===== config.mk =====
export PLATFORM = sky130hd
export DESIGN_NAME = bsr_status
export DESIGN_NICKNAME = d
export VERILOG_FILES = /design/src/core/bsr_pkg.sv /design/src/core/bsr_status.sv
export SDC_FILE = /design/constraint.sdc
export NUM_CORES = 1
export LEC_CHECK = 0
export BUFFER_PORTS_ARGS = -buffer_cell sky130_fd_sc_hd__buf_2
export CORE_ASPECT_RATIO = 0.75
export CORE_UTILIZATION = 30
export DETAILED_ROUTE_END_ITERATION = 12
export SYNTH_ARGS = -nofsm -noshare
export SYNTH_HDL_FRONTEND = slang
export SYNTH_SLANG_ARGS = --single-unit

===== constraint.sdc =====
create_clock -name CLK_I -period 1.9 [get_ports CLK_I]
set_clock_uncertainty 0.1 [all_clocks]
set_input_delay 0.475 -clock CLK_I [delete_from_list [all_inputs] [get_ports CLK_I]]
set_output_delay 0.475 -clock CLK_I [all_outputs]
set_load 0.05 [all_outputs]

===== src/core/bsr_pkg.sv =====
// Package for the bridge status register block: offsets, field layout, reset values
package bsr_pkg;

  // Register byte addresses on the Avalon-MM word bus
  localparam logic [3:0] REG_IDX_BRIDGE_STATUS = 4'h6;
  localparam logic [7:0] ADDR_BRIDGE_STATUS = 8'h18;
  localparam logic [7:0] ADDR_IRQ_STATUS = 8'h20;
  localparam logic [7:0] ADDR_IRQ_MASK = 8'h24;
  localparam logic [7:0] ADDR_CONTROL = 8'h28;
  localparam int ADDR_W = 8;

  // Field positions in the bridge status register
  localparam int POS_INTERRUPT_PENDING = 3;
  localparam int POS_CAPABILITY_LIST = 4;
  localparam int POS_MASTER_POISON = 8;
  localparam int POS_SIGNALED_TARGET_ABORT = 11;
  localparam int POS_SIGNALED_SYSTEM_ERROR = 14;
  localparam int POS_DETECTED_POISON = 15;

  // Field positions in the control register
  localparam int POS_PARITY_ERROR_ENABLE = 0;
  localparam int POS_SYSTEM_ERROR_ENABLE = 1;
  localparam int POS_DOWNSTREAM_PORT = 2;

  // Interrupt status and mask bit positions
  localparam int IRQ_MASTER_POISON = 0;
  localparam int IRQ_SYSTEM_ERROR = 1;
  localparam int IRQ_DETECTED_POISON = 2;
  localparam int IRQ_INTERRUPT_PENDING = 3;
  localparam int IRQ_W = 4;

  // Reset values
  localparam logic [2:0] RST_CONTROL = 3'h0;
  localparam logic [IRQ_W-1:0] RST_IRQ_MASK = 4'h0;
  localparam logic [15:0] CONST_BRIDGE_STATUS = 16'h0010;

  // Sticky status flags of the bridge status register
  typedef struct packed {
    logic detected_poison_flag;
    logic signaled_system_error;
    logic master_poison_flag;
  } bsr_flags_t;

  // Events arriving from the primary link and the port logic
  typedef struct packed {
    logic poisoned_tlp_rx;
    logic poisoned_cpl_rx;
    logic poisoned_wr_tx;
    logic err_msg_tx;
    logic hotplug_irq;
    logic internal_parity_err;
    logic cfg_access_err;
  } bsr_events_t;

  // Whole state of the block
  typedef struct packed {
    bsr_flags_t flags;
    logic [IRQ_W-1:0] irq_status;
    logic [IRQ_W-1:0] irq_mask;
    logic [2:0] control;
    logic int_pend_q;
    logic [31:0] rdata;
    logic rvalid;
  } bsr_state_t;

endpackage


===== src/core/bsr_status.sv =====
// Bridge status register bank with Avalon-MM slave and interrupt logic
`timescale 1ns/10ps

module bsr_status
(
  // Clock and reset
  input wire logic CLK_I,
  input wire logic RST_I,
  // Avalon-MM slave
  input wire logic [bsr_pkg::ADDR_W-1:0] AVS_ADDRESS_I,
  input wire logic AVS_READ_I,
  input wire logic AVS_WRITE_I,
  input wire logic [31:0] AVS_WRITEDATA_I,
  input wire logic [3:0] AVS_BYTEENABLE_I,
  output logic [31:0] AVS_READDATA_O,
  output logic AVS_WAITREQUEST_O,
  // Events from primary link and port logic
  input wire bsr_pkg::bsr_events_t EVENTS_I,
  // Forwarded downstream interrupts, deliberately unused
  input wire logic FWD_INTX_I,
  // Control levels and interrupt
  output logic PARITY_ERROR_ENABLE_O,
  output logic SYSTEM_ERROR_ENABLE_O,
  output logic IRQ_O
);

  bsr_pkg::bsr_state_t state;
  bsr_pkg::bsr_state_t next_state;
  logic wr_hit;
  logic rd_hit;
  logic [15:0] wmask;
  logic [15:0] status_view;
  logic int_pend;
  logic [bsr_pkg::IRQ_W-1:0] irq_set;
  logic [bsr_pkg::IRQ_W-1:0] irq_clr;
  bsr_pkg::bsr_flags_t set_f;
  bsr_pkg::bsr_flags_t clr_f;
  logic unused_fwd;

  // Byte enables widened to a bit mask over the low half-word
  function automatic logic [15:0] lane_mask(input logic [1:0] be);
    lane_mask = {{8{be[1]}}, {8{be[0]}}};
  endfunction

  // Sticky flag update: set wins over clear
  function automatic logic sticky(input logic cur, input logic set, input logic clr);
    sticky = set | (cur & ~clr);
  endfunction

  assign unused_fwd = FWD_INTX_I;
  assign wmask = lane_mask(AVS_BYTEENABLE_I[1:0]);

  // Pending legacy interrupt from the bridge itself, chosen by port role
  always_comb
  begin
    if (state.control[bsr_pkg::POS_DOWNSTREAM_PORT])
    begin
      int_pend = EVENTS_I.hotplug_irq;
    end
    else
    begin
      int_pend = EVENTS_I.internal_parity_err | EVENTS_I.cfg_access_err;
    end
  end

  // Register view: constants give capability bit one and zeros elsewhere
  always_comb
  begin
    status_view = bsr_pkg::CONST_BRIDGE_STATUS;
    status_view[bsr_pkg::POS_INTERRUPT_PENDING] = state.int_pend_q;
    status_view[bsr_pkg::POS_MASTER_POISON] = state.flags.master_poison_flag;
    status_view[bsr_pkg::POS_SIGNALED_SYSTEM_ERROR] = state.flags.signaled_system_error;
    status_view[bsr_pkg::POS_DETECTED_POISON] = state.flags.detected_poison_flag;
  end

  always_comb
  begin
    next_state = state;
    wr_hit = AVS_WRITE_I & ~state.rvalid;
    rd_hit = AVS_READ_I & ~state.rvalid & ~AVS_WRITE_I;

    // Flag events
    set_f.master_poison_flag = state.control[bsr_pkg::POS_PARITY_ERROR_ENABLE]
      & (EVENTS_I.poisoned_cpl_rx | EVENTS_I.poisoned_wr_tx);
    set_f.signaled_system_error = state.control[bsr_pkg::POS_SYSTEM_ERROR_ENABLE]
      & EVENTS_I.err_msg_tx;
    set_f.detected_poison_flag = EVENTS_I.poisoned_tlp_rx;

    // Write-one-to-clear on the status register
    clr_f = '0;
    if (wr_hit && AVS_ADDRESS_I == bsr_pkg::ADDR_BRIDGE_STATUS)
    begin
      clr_f.master_poison_flag = AVS_WRITEDATA_I[bsr_pkg::POS_MASTER_POISON]
        & wmask[bsr_pkg::POS_MASTER_POISON];
      clr_f.signaled_system_error = AVS_WRITEDATA_I[bsr_pkg::POS_SIGNALED_SYSTEM_ERROR]
        & wmask[bsr_pkg::POS_SIGNALED_SYSTEM_ERROR];
      clr_f.detected_poison_flag = AVS_WRITEDATA_I[bsr_pkg::POS_DETECTED_POISON]
        & wmask[bsr_pkg::POS_DETECTED_POISON];
    end
    next_state.flags.master_poison_flag = sticky(state.flags.master_poison_flag,
      set_f.master_poison_flag, clr_f.master_poison_flag);
    next_state.flags.signaled_system_error = sticky(state.flags.signaled_system_error,
      set_f.signaled_system_error, clr_f.signaled_system_error);
    next_state.flags.detected_poison_flag = sticky(state.flags.detected_poison_flag,
      set_f.detected_poison_flag, clr_f.detected_poison_flag);
    next_state.int_pend_q = int_pend;

    // Interrupt status: flag set events and pending interrupt onset
    irq_set = '0;
    irq_set[bsr_pkg::IRQ_MASTER_POISON] = set_f.master_poison_flag;
    irq_set[bsr_pkg::IRQ_SYSTEM_ERROR] = set_f.signaled_system_error;
    irq_set[bsr_pkg::IRQ_DETECTED_POISON] = set_f.detected_poison_flag;
    irq_set[bsr_pkg::IRQ_INTERRUPT_PENDING] = int_pend & ~state.int_pend_q;
    irq_clr = '0;
    if (wr_hit && AVS_ADDRESS_I == bsr_pkg::ADDR_IRQ_STATUS && AVS_BYTEENABLE_I[0])
    begin
      irq_clr = AVS_WRITEDATA_I[bsr_pkg::IRQ_W-1:0];
    end
    next_state.irq_status = irq_set | (state.irq_status & ~irq_clr);

    if (wr_hit && AVS_ADDRESS_I == bsr_pkg::ADDR_IRQ_MASK && AVS_BYTEENABLE_I[0])
    begin
      next_state.irq_mask = AVS_WRITEDATA_I[bsr_pkg::IRQ_W-1:0];
    end
    if (wr_hit && AVS_ADDRESS_I == bsr_pkg::ADDR_CONTROL && AVS_BYTEENABLE_I[0])
    begin
      next_state.control = AVS_WRITEDATA_I[2:0];
    end

    // Read data registered; waitrequest drops in the cycle after the request
    next_state.rvalid = 1'b0;
    if (rd_hit || wr_hit)
    begin
      next_state.rvalid = 1'b1;
    end
    if (rd_hit)
    begin
      unique case (AVS_ADDRESS_I)
        bsr_pkg::ADDR_BRIDGE_STATUS: next_state.rdata = {16'h0000, status_view};
        bsr_pkg::ADDR_IRQ_STATUS: next_state.rdata = {28'h0000000, state.irq_status};
        bsr_pkg::ADDR_IRQ_MASK: next_state.rdata = {28'h0000000, state.irq_mask};
        bsr_pkg::ADDR_CONTROL: next_state.rdata = {29'h00000000, state.control};
        default: next_state.rdata = 32'h00000000;
      endcase
    end
  end

  always_ff @(posedge CLK_I or posedge RST_I)
  begin
    if (RST_I)
    begin
      state.flags <= '0;
      state.irq_status <= '0;
      state.irq_mask <= bsr_pkg::RST_IRQ_MASK;
      state.control <= bsr_pkg::RST_CONTROL;
      state.int_pend_q <= 1'b0;
      state.rdata <= 32'h00000000;
      state.rvalid <= 1'b0;
    end
    else
    begin
      state <= next_state;
    end
  end

  assign AVS_WAITREQUEST_O = (AVS_READ_I | AVS_WRITE_I) & ~state.rvalid;
  assign AVS_READDATA_O = state.rdata;
  assign PARITY_ERROR_ENABLE_O = state.control[bsr_pkg::POS_PARITY_ERROR_ENABLE];
  assign SYSTEM_ERROR_ENABLE_O = state.control[bsr_pkg::POS_SYSTEM_ERROR_ENABLE];
  assign IRQ_O = |(state.irq_status & state.irq_mask);

endmodule // bsr_status


==> metrics list <==
- Data arrives at the worst endpoint at 1870 ps.
* Clock period minus final worst setup slack: 1820 ps
* Global-route wire length before repair: 4230 um
- Most area-hungry cell type in the Yosys netlist: dfrtp_1
- Switching component of the power: 0.362 mW
- Drt drc: 0
* Source-to-sink clock delay at the later pin of the worst-skew pair: 260 ps
* Highest clock frequency the design can meet: 0.548 GHz
- After synthesis the netlist holds a flip-flop and latch count of 24.
- In the final routed layout, each cell accounts on average for 11.7 um.
* CP Cell Sequence: buf_2 > or4_4 > nor3b_4 > nand3_2 > mux2_1
- The die is 80.2 um wide.
- The largest single stage delay on the critical path is 590 ps.
- The number of buffers and inverters on the critical path is 1.
- Overall power of the completed layout: 1.25 mW
* Starting DRT DRC Count: 20
- Largest net degree at the start of global routing: 25
* Maximum capacitance violations: 0
* Highest routing layer actually used: met3
- Slowest cell on crit path: or4_4
* Origin of the worst setup path: AVS_ADDRESS_I[1]
- The top cell types in the final layout, fill and taps aside, are 39 x buf_2, 24 x dfrtp_1, 24 x conb_1.
* Kind of cell with the highest combined delay on the critical path: simple AND/OR/NAND/NOR gates
- The detailed router placed 983 vias in this run.
* Leak: 0.871 nW
- Growth of design area from synthesis to finish: 18.6%
- The net count of the finished layout is 236.
- Each instance of the synthesized netlist takes up on average 10.1 um2.
* Routed wire length: 2730 um
- Across all register-to-register paths, the minimum setup slack is 350 ps.
- Hold crit path type: in2async
- Share of cells above drive strength 1: 36.9%
* Count of hold buffers inserted by post-cts repair: 0
- Setup violations remaining at the end of the flow were counted as 0.
- The number of hold violations in the final report was 0.
* Count of final max-slew check failures: 0
* Vias in the first global route: 863
- During placement, the flow inserted port buffers numbering 39.
- Net switching is 29.0% of the power.
- Dividing the final minimum period by the clock period gives 96.0%.
* Hpwl dp: 2220 um
- Cell count of the worst reg-to-reg path: 3
* Share of power burned in the clock network: 35.5%
- Total of warnings raised by yosys: 0
* Result of the run: complete, no violations
* Clock tree root driver cell: clkbuf_8
- For this design, the sink count on the clock tree is 24.
- For this run, the total global-route usage over all layers was measured as 11.8%.
- Counting buffers and inverters, the worst setup path is 5 cells deep.
- Of the post-synthesis cell area, the dominant cell type holds 43.7%.
- Largest cells by area after synthesis: dfrtp_1 44%, buf_4 17%, mux2_2 4.1%
- Count of cell types in the netlist: 30
* Post-CTS Setup Bufs: 0
* Met2 Wirelength: 1120 um
* CTS max path bufs: 2
- Setup repair after global routing left no endpoint under its margin.
- The most critical setup path has its endpoint at PARITY_ERROR_ENABLE_O$_DFFE_PP0P_.
* TritonCTS clock tree: yes
- The worst register-to-register path begins at state[0]$_DFF_PP0_.
- Die area: 4860 um2
- The internal power of the cells totals 0.886 mW.
- In this run the critical register-to-register path is captured at state[40]$_DFFE_PP0P_.
- Sequential area share after synthesis: 43.7%
* Area of the core region: 4230 um2
- Starting Density: 32.5%
- Routability-driven placement congestion ratio: 0.792
- STA puts the critical path data required time at 1950 ps.
- Clock Pin Slew Worst Setup and Hold Paths: 80 ps
* Detail-routed via count per cell: 4.20
- Registers are responsible for 44.7% of the overall power.
* Number of H-tree levels: 1
- Final total negative setup slack: 0 ps
* Number of placement rows: 20
* Power Density: 766 nW/um2
* Diodes inserted: 0
* Leading cell type in the layout, fill and taps excluded: buf_2
- Across all hold checks on the routed design, the worst slack comes to 134 ps.
- Antenna violation net count after detailed routing: 0
- Iteration count of the initial detailed-routing pass: 4
- Syn Std Cell Area: 1380 um2
- CP endpoint kind: flop
- Height of the die: 60.6 um
- Number of inserted filler cells in the final layout: 432
- Combinational share of power: 19.8%
- The number of antenna violations at the first check in global routing came to 0.
- Number of instances resized during post-cts repair: 0
* Post-synthesis cell count: 136
- Total clock buffers created by CTS: 3
* Remaining global-route overflow: 0
* Worst-path fanout max: 6
- By startpoint and endpoint, the worst setup path is classified as in2reg.
- Wire length on met3: 179 um
- Routed length on met1: 1430 um
- 92 I/O pins were placed.
- Critical Path Start Type: input pin
* Maximum vdd drop: 0.408 mV
## cells by family after synthesis
group / after synthesis / share of synthesized area (%)
buf+inv: 38 / 19.7
other cells: 1 / 0.273
compound gates: 23 / 11.8
mux: 11 / 8.73
simple gates: 39 / 15.7
flops: 24 / 43.7
## synth_stat cells (all sizes together)
library cell	number
a22oi	2
nor3b	1
or4bb	1
nand3b	1
inv	2
or4	1
nand2	12
nor2	9
clkbuf	2
mux2	8
o21a	1
conb	1
or3b	1
a21o	5
and3b	1
o31ai	2
buf	34
a22o	6
nor3	4
nor2b	1
mux2i	3
dfrtp	24
o21ai	3
a21oi	4
nand3	7
## through the flow
step | instances | area, um2 | setup slack (ps) | utilization [%]
2_1_floorplan | 159 | 1460 | -79.1 | -
3_3_place_gp | 230 | 1560 | -200 | 36.9
3_5_place_dp | 230 | 1560 | -210 | 36.9
4_1_cts | 234 | 1630 | 78.4 | 38.6
5_1_grt | 234 | 1630 | 32.4 | 38.6
6_report | 234 | 1630 | 75.9 | 38.6
## sequential cells by signal, indices dropped and copies added, names as in the netlist
signal and cells:
PARITY_ERROR_ENABLE_O 1, state 14, AVS_READDATA_O 8, SYSTEM_ERROR_ENABLE_O 1
## worst min path at each step
stage / start / end / slack [ps]
2_1_floorplan: AVS_READDATA_O[1]$_DFFE_PP0P_ / AVS_READDATA_O[1]$_DFFE_PP0P_ / 350
3_3_place_gp: AVS_READDATA_O[4]$_DFFE_PP0P_ / AVS_READDATA_O[4]$_DFFE_PP0P_ / 360
3_5_place_dp: AVS_READDATA_O[2]$_DFFE_PP0P_ / AVS_READDATA_O[2]$_DFFE_PP0P_ / 370
4_1_cts: RST_I / AVS_READDATA_O[15]$_DFFE_PP0P_ / 140
5_1_grt: RST_I / AVS_READDATA_O[14]$_DFFE_PP0P_ / 160
6_report: RST_I / AVS_READDATA_O[15]$_DFFE_PP0P_ / 130
## metal layers
metal / up-vias / track usage [%]
li1: 502 / -
met1: 452 / 17.4
met2: 29 / 17.0
met3: 0 / 4.21
met4: 0 / 1.53
met5: - / 0
## worst min-delay path, delay by kind of cell
kind | cells | cell delay [ps]
buf+inv | 3 | 420
## area by class of cell
cell class                      instances  area [um2]  share of cell area [%]
Clock buffer                            3        41.3                    2.53
Clock inverter                          1        30.0                    1.84
Inverter                                2        7.51                   0.460
Multi-Input combinational cell         97         589                    36.1
Sequential cell                        24         601                    36.8
Tap cell                               55        68.8                    4.22
Timing Repair Buffer                   52         293                    18.0
## power groups by stage
stage	clock, mW	combinational [mW]	sequential [mW]
global route	0.473	0.268	0.562
finish	0.443	0.247	0.558
detailed placement	0	0.248	0.567
global placement	0	0.246	0.567
floorplan	0	0.224	0.565
CTS	0.455	0.249	0.558
No activity file was read; power rests on OpenSTA's default activity.
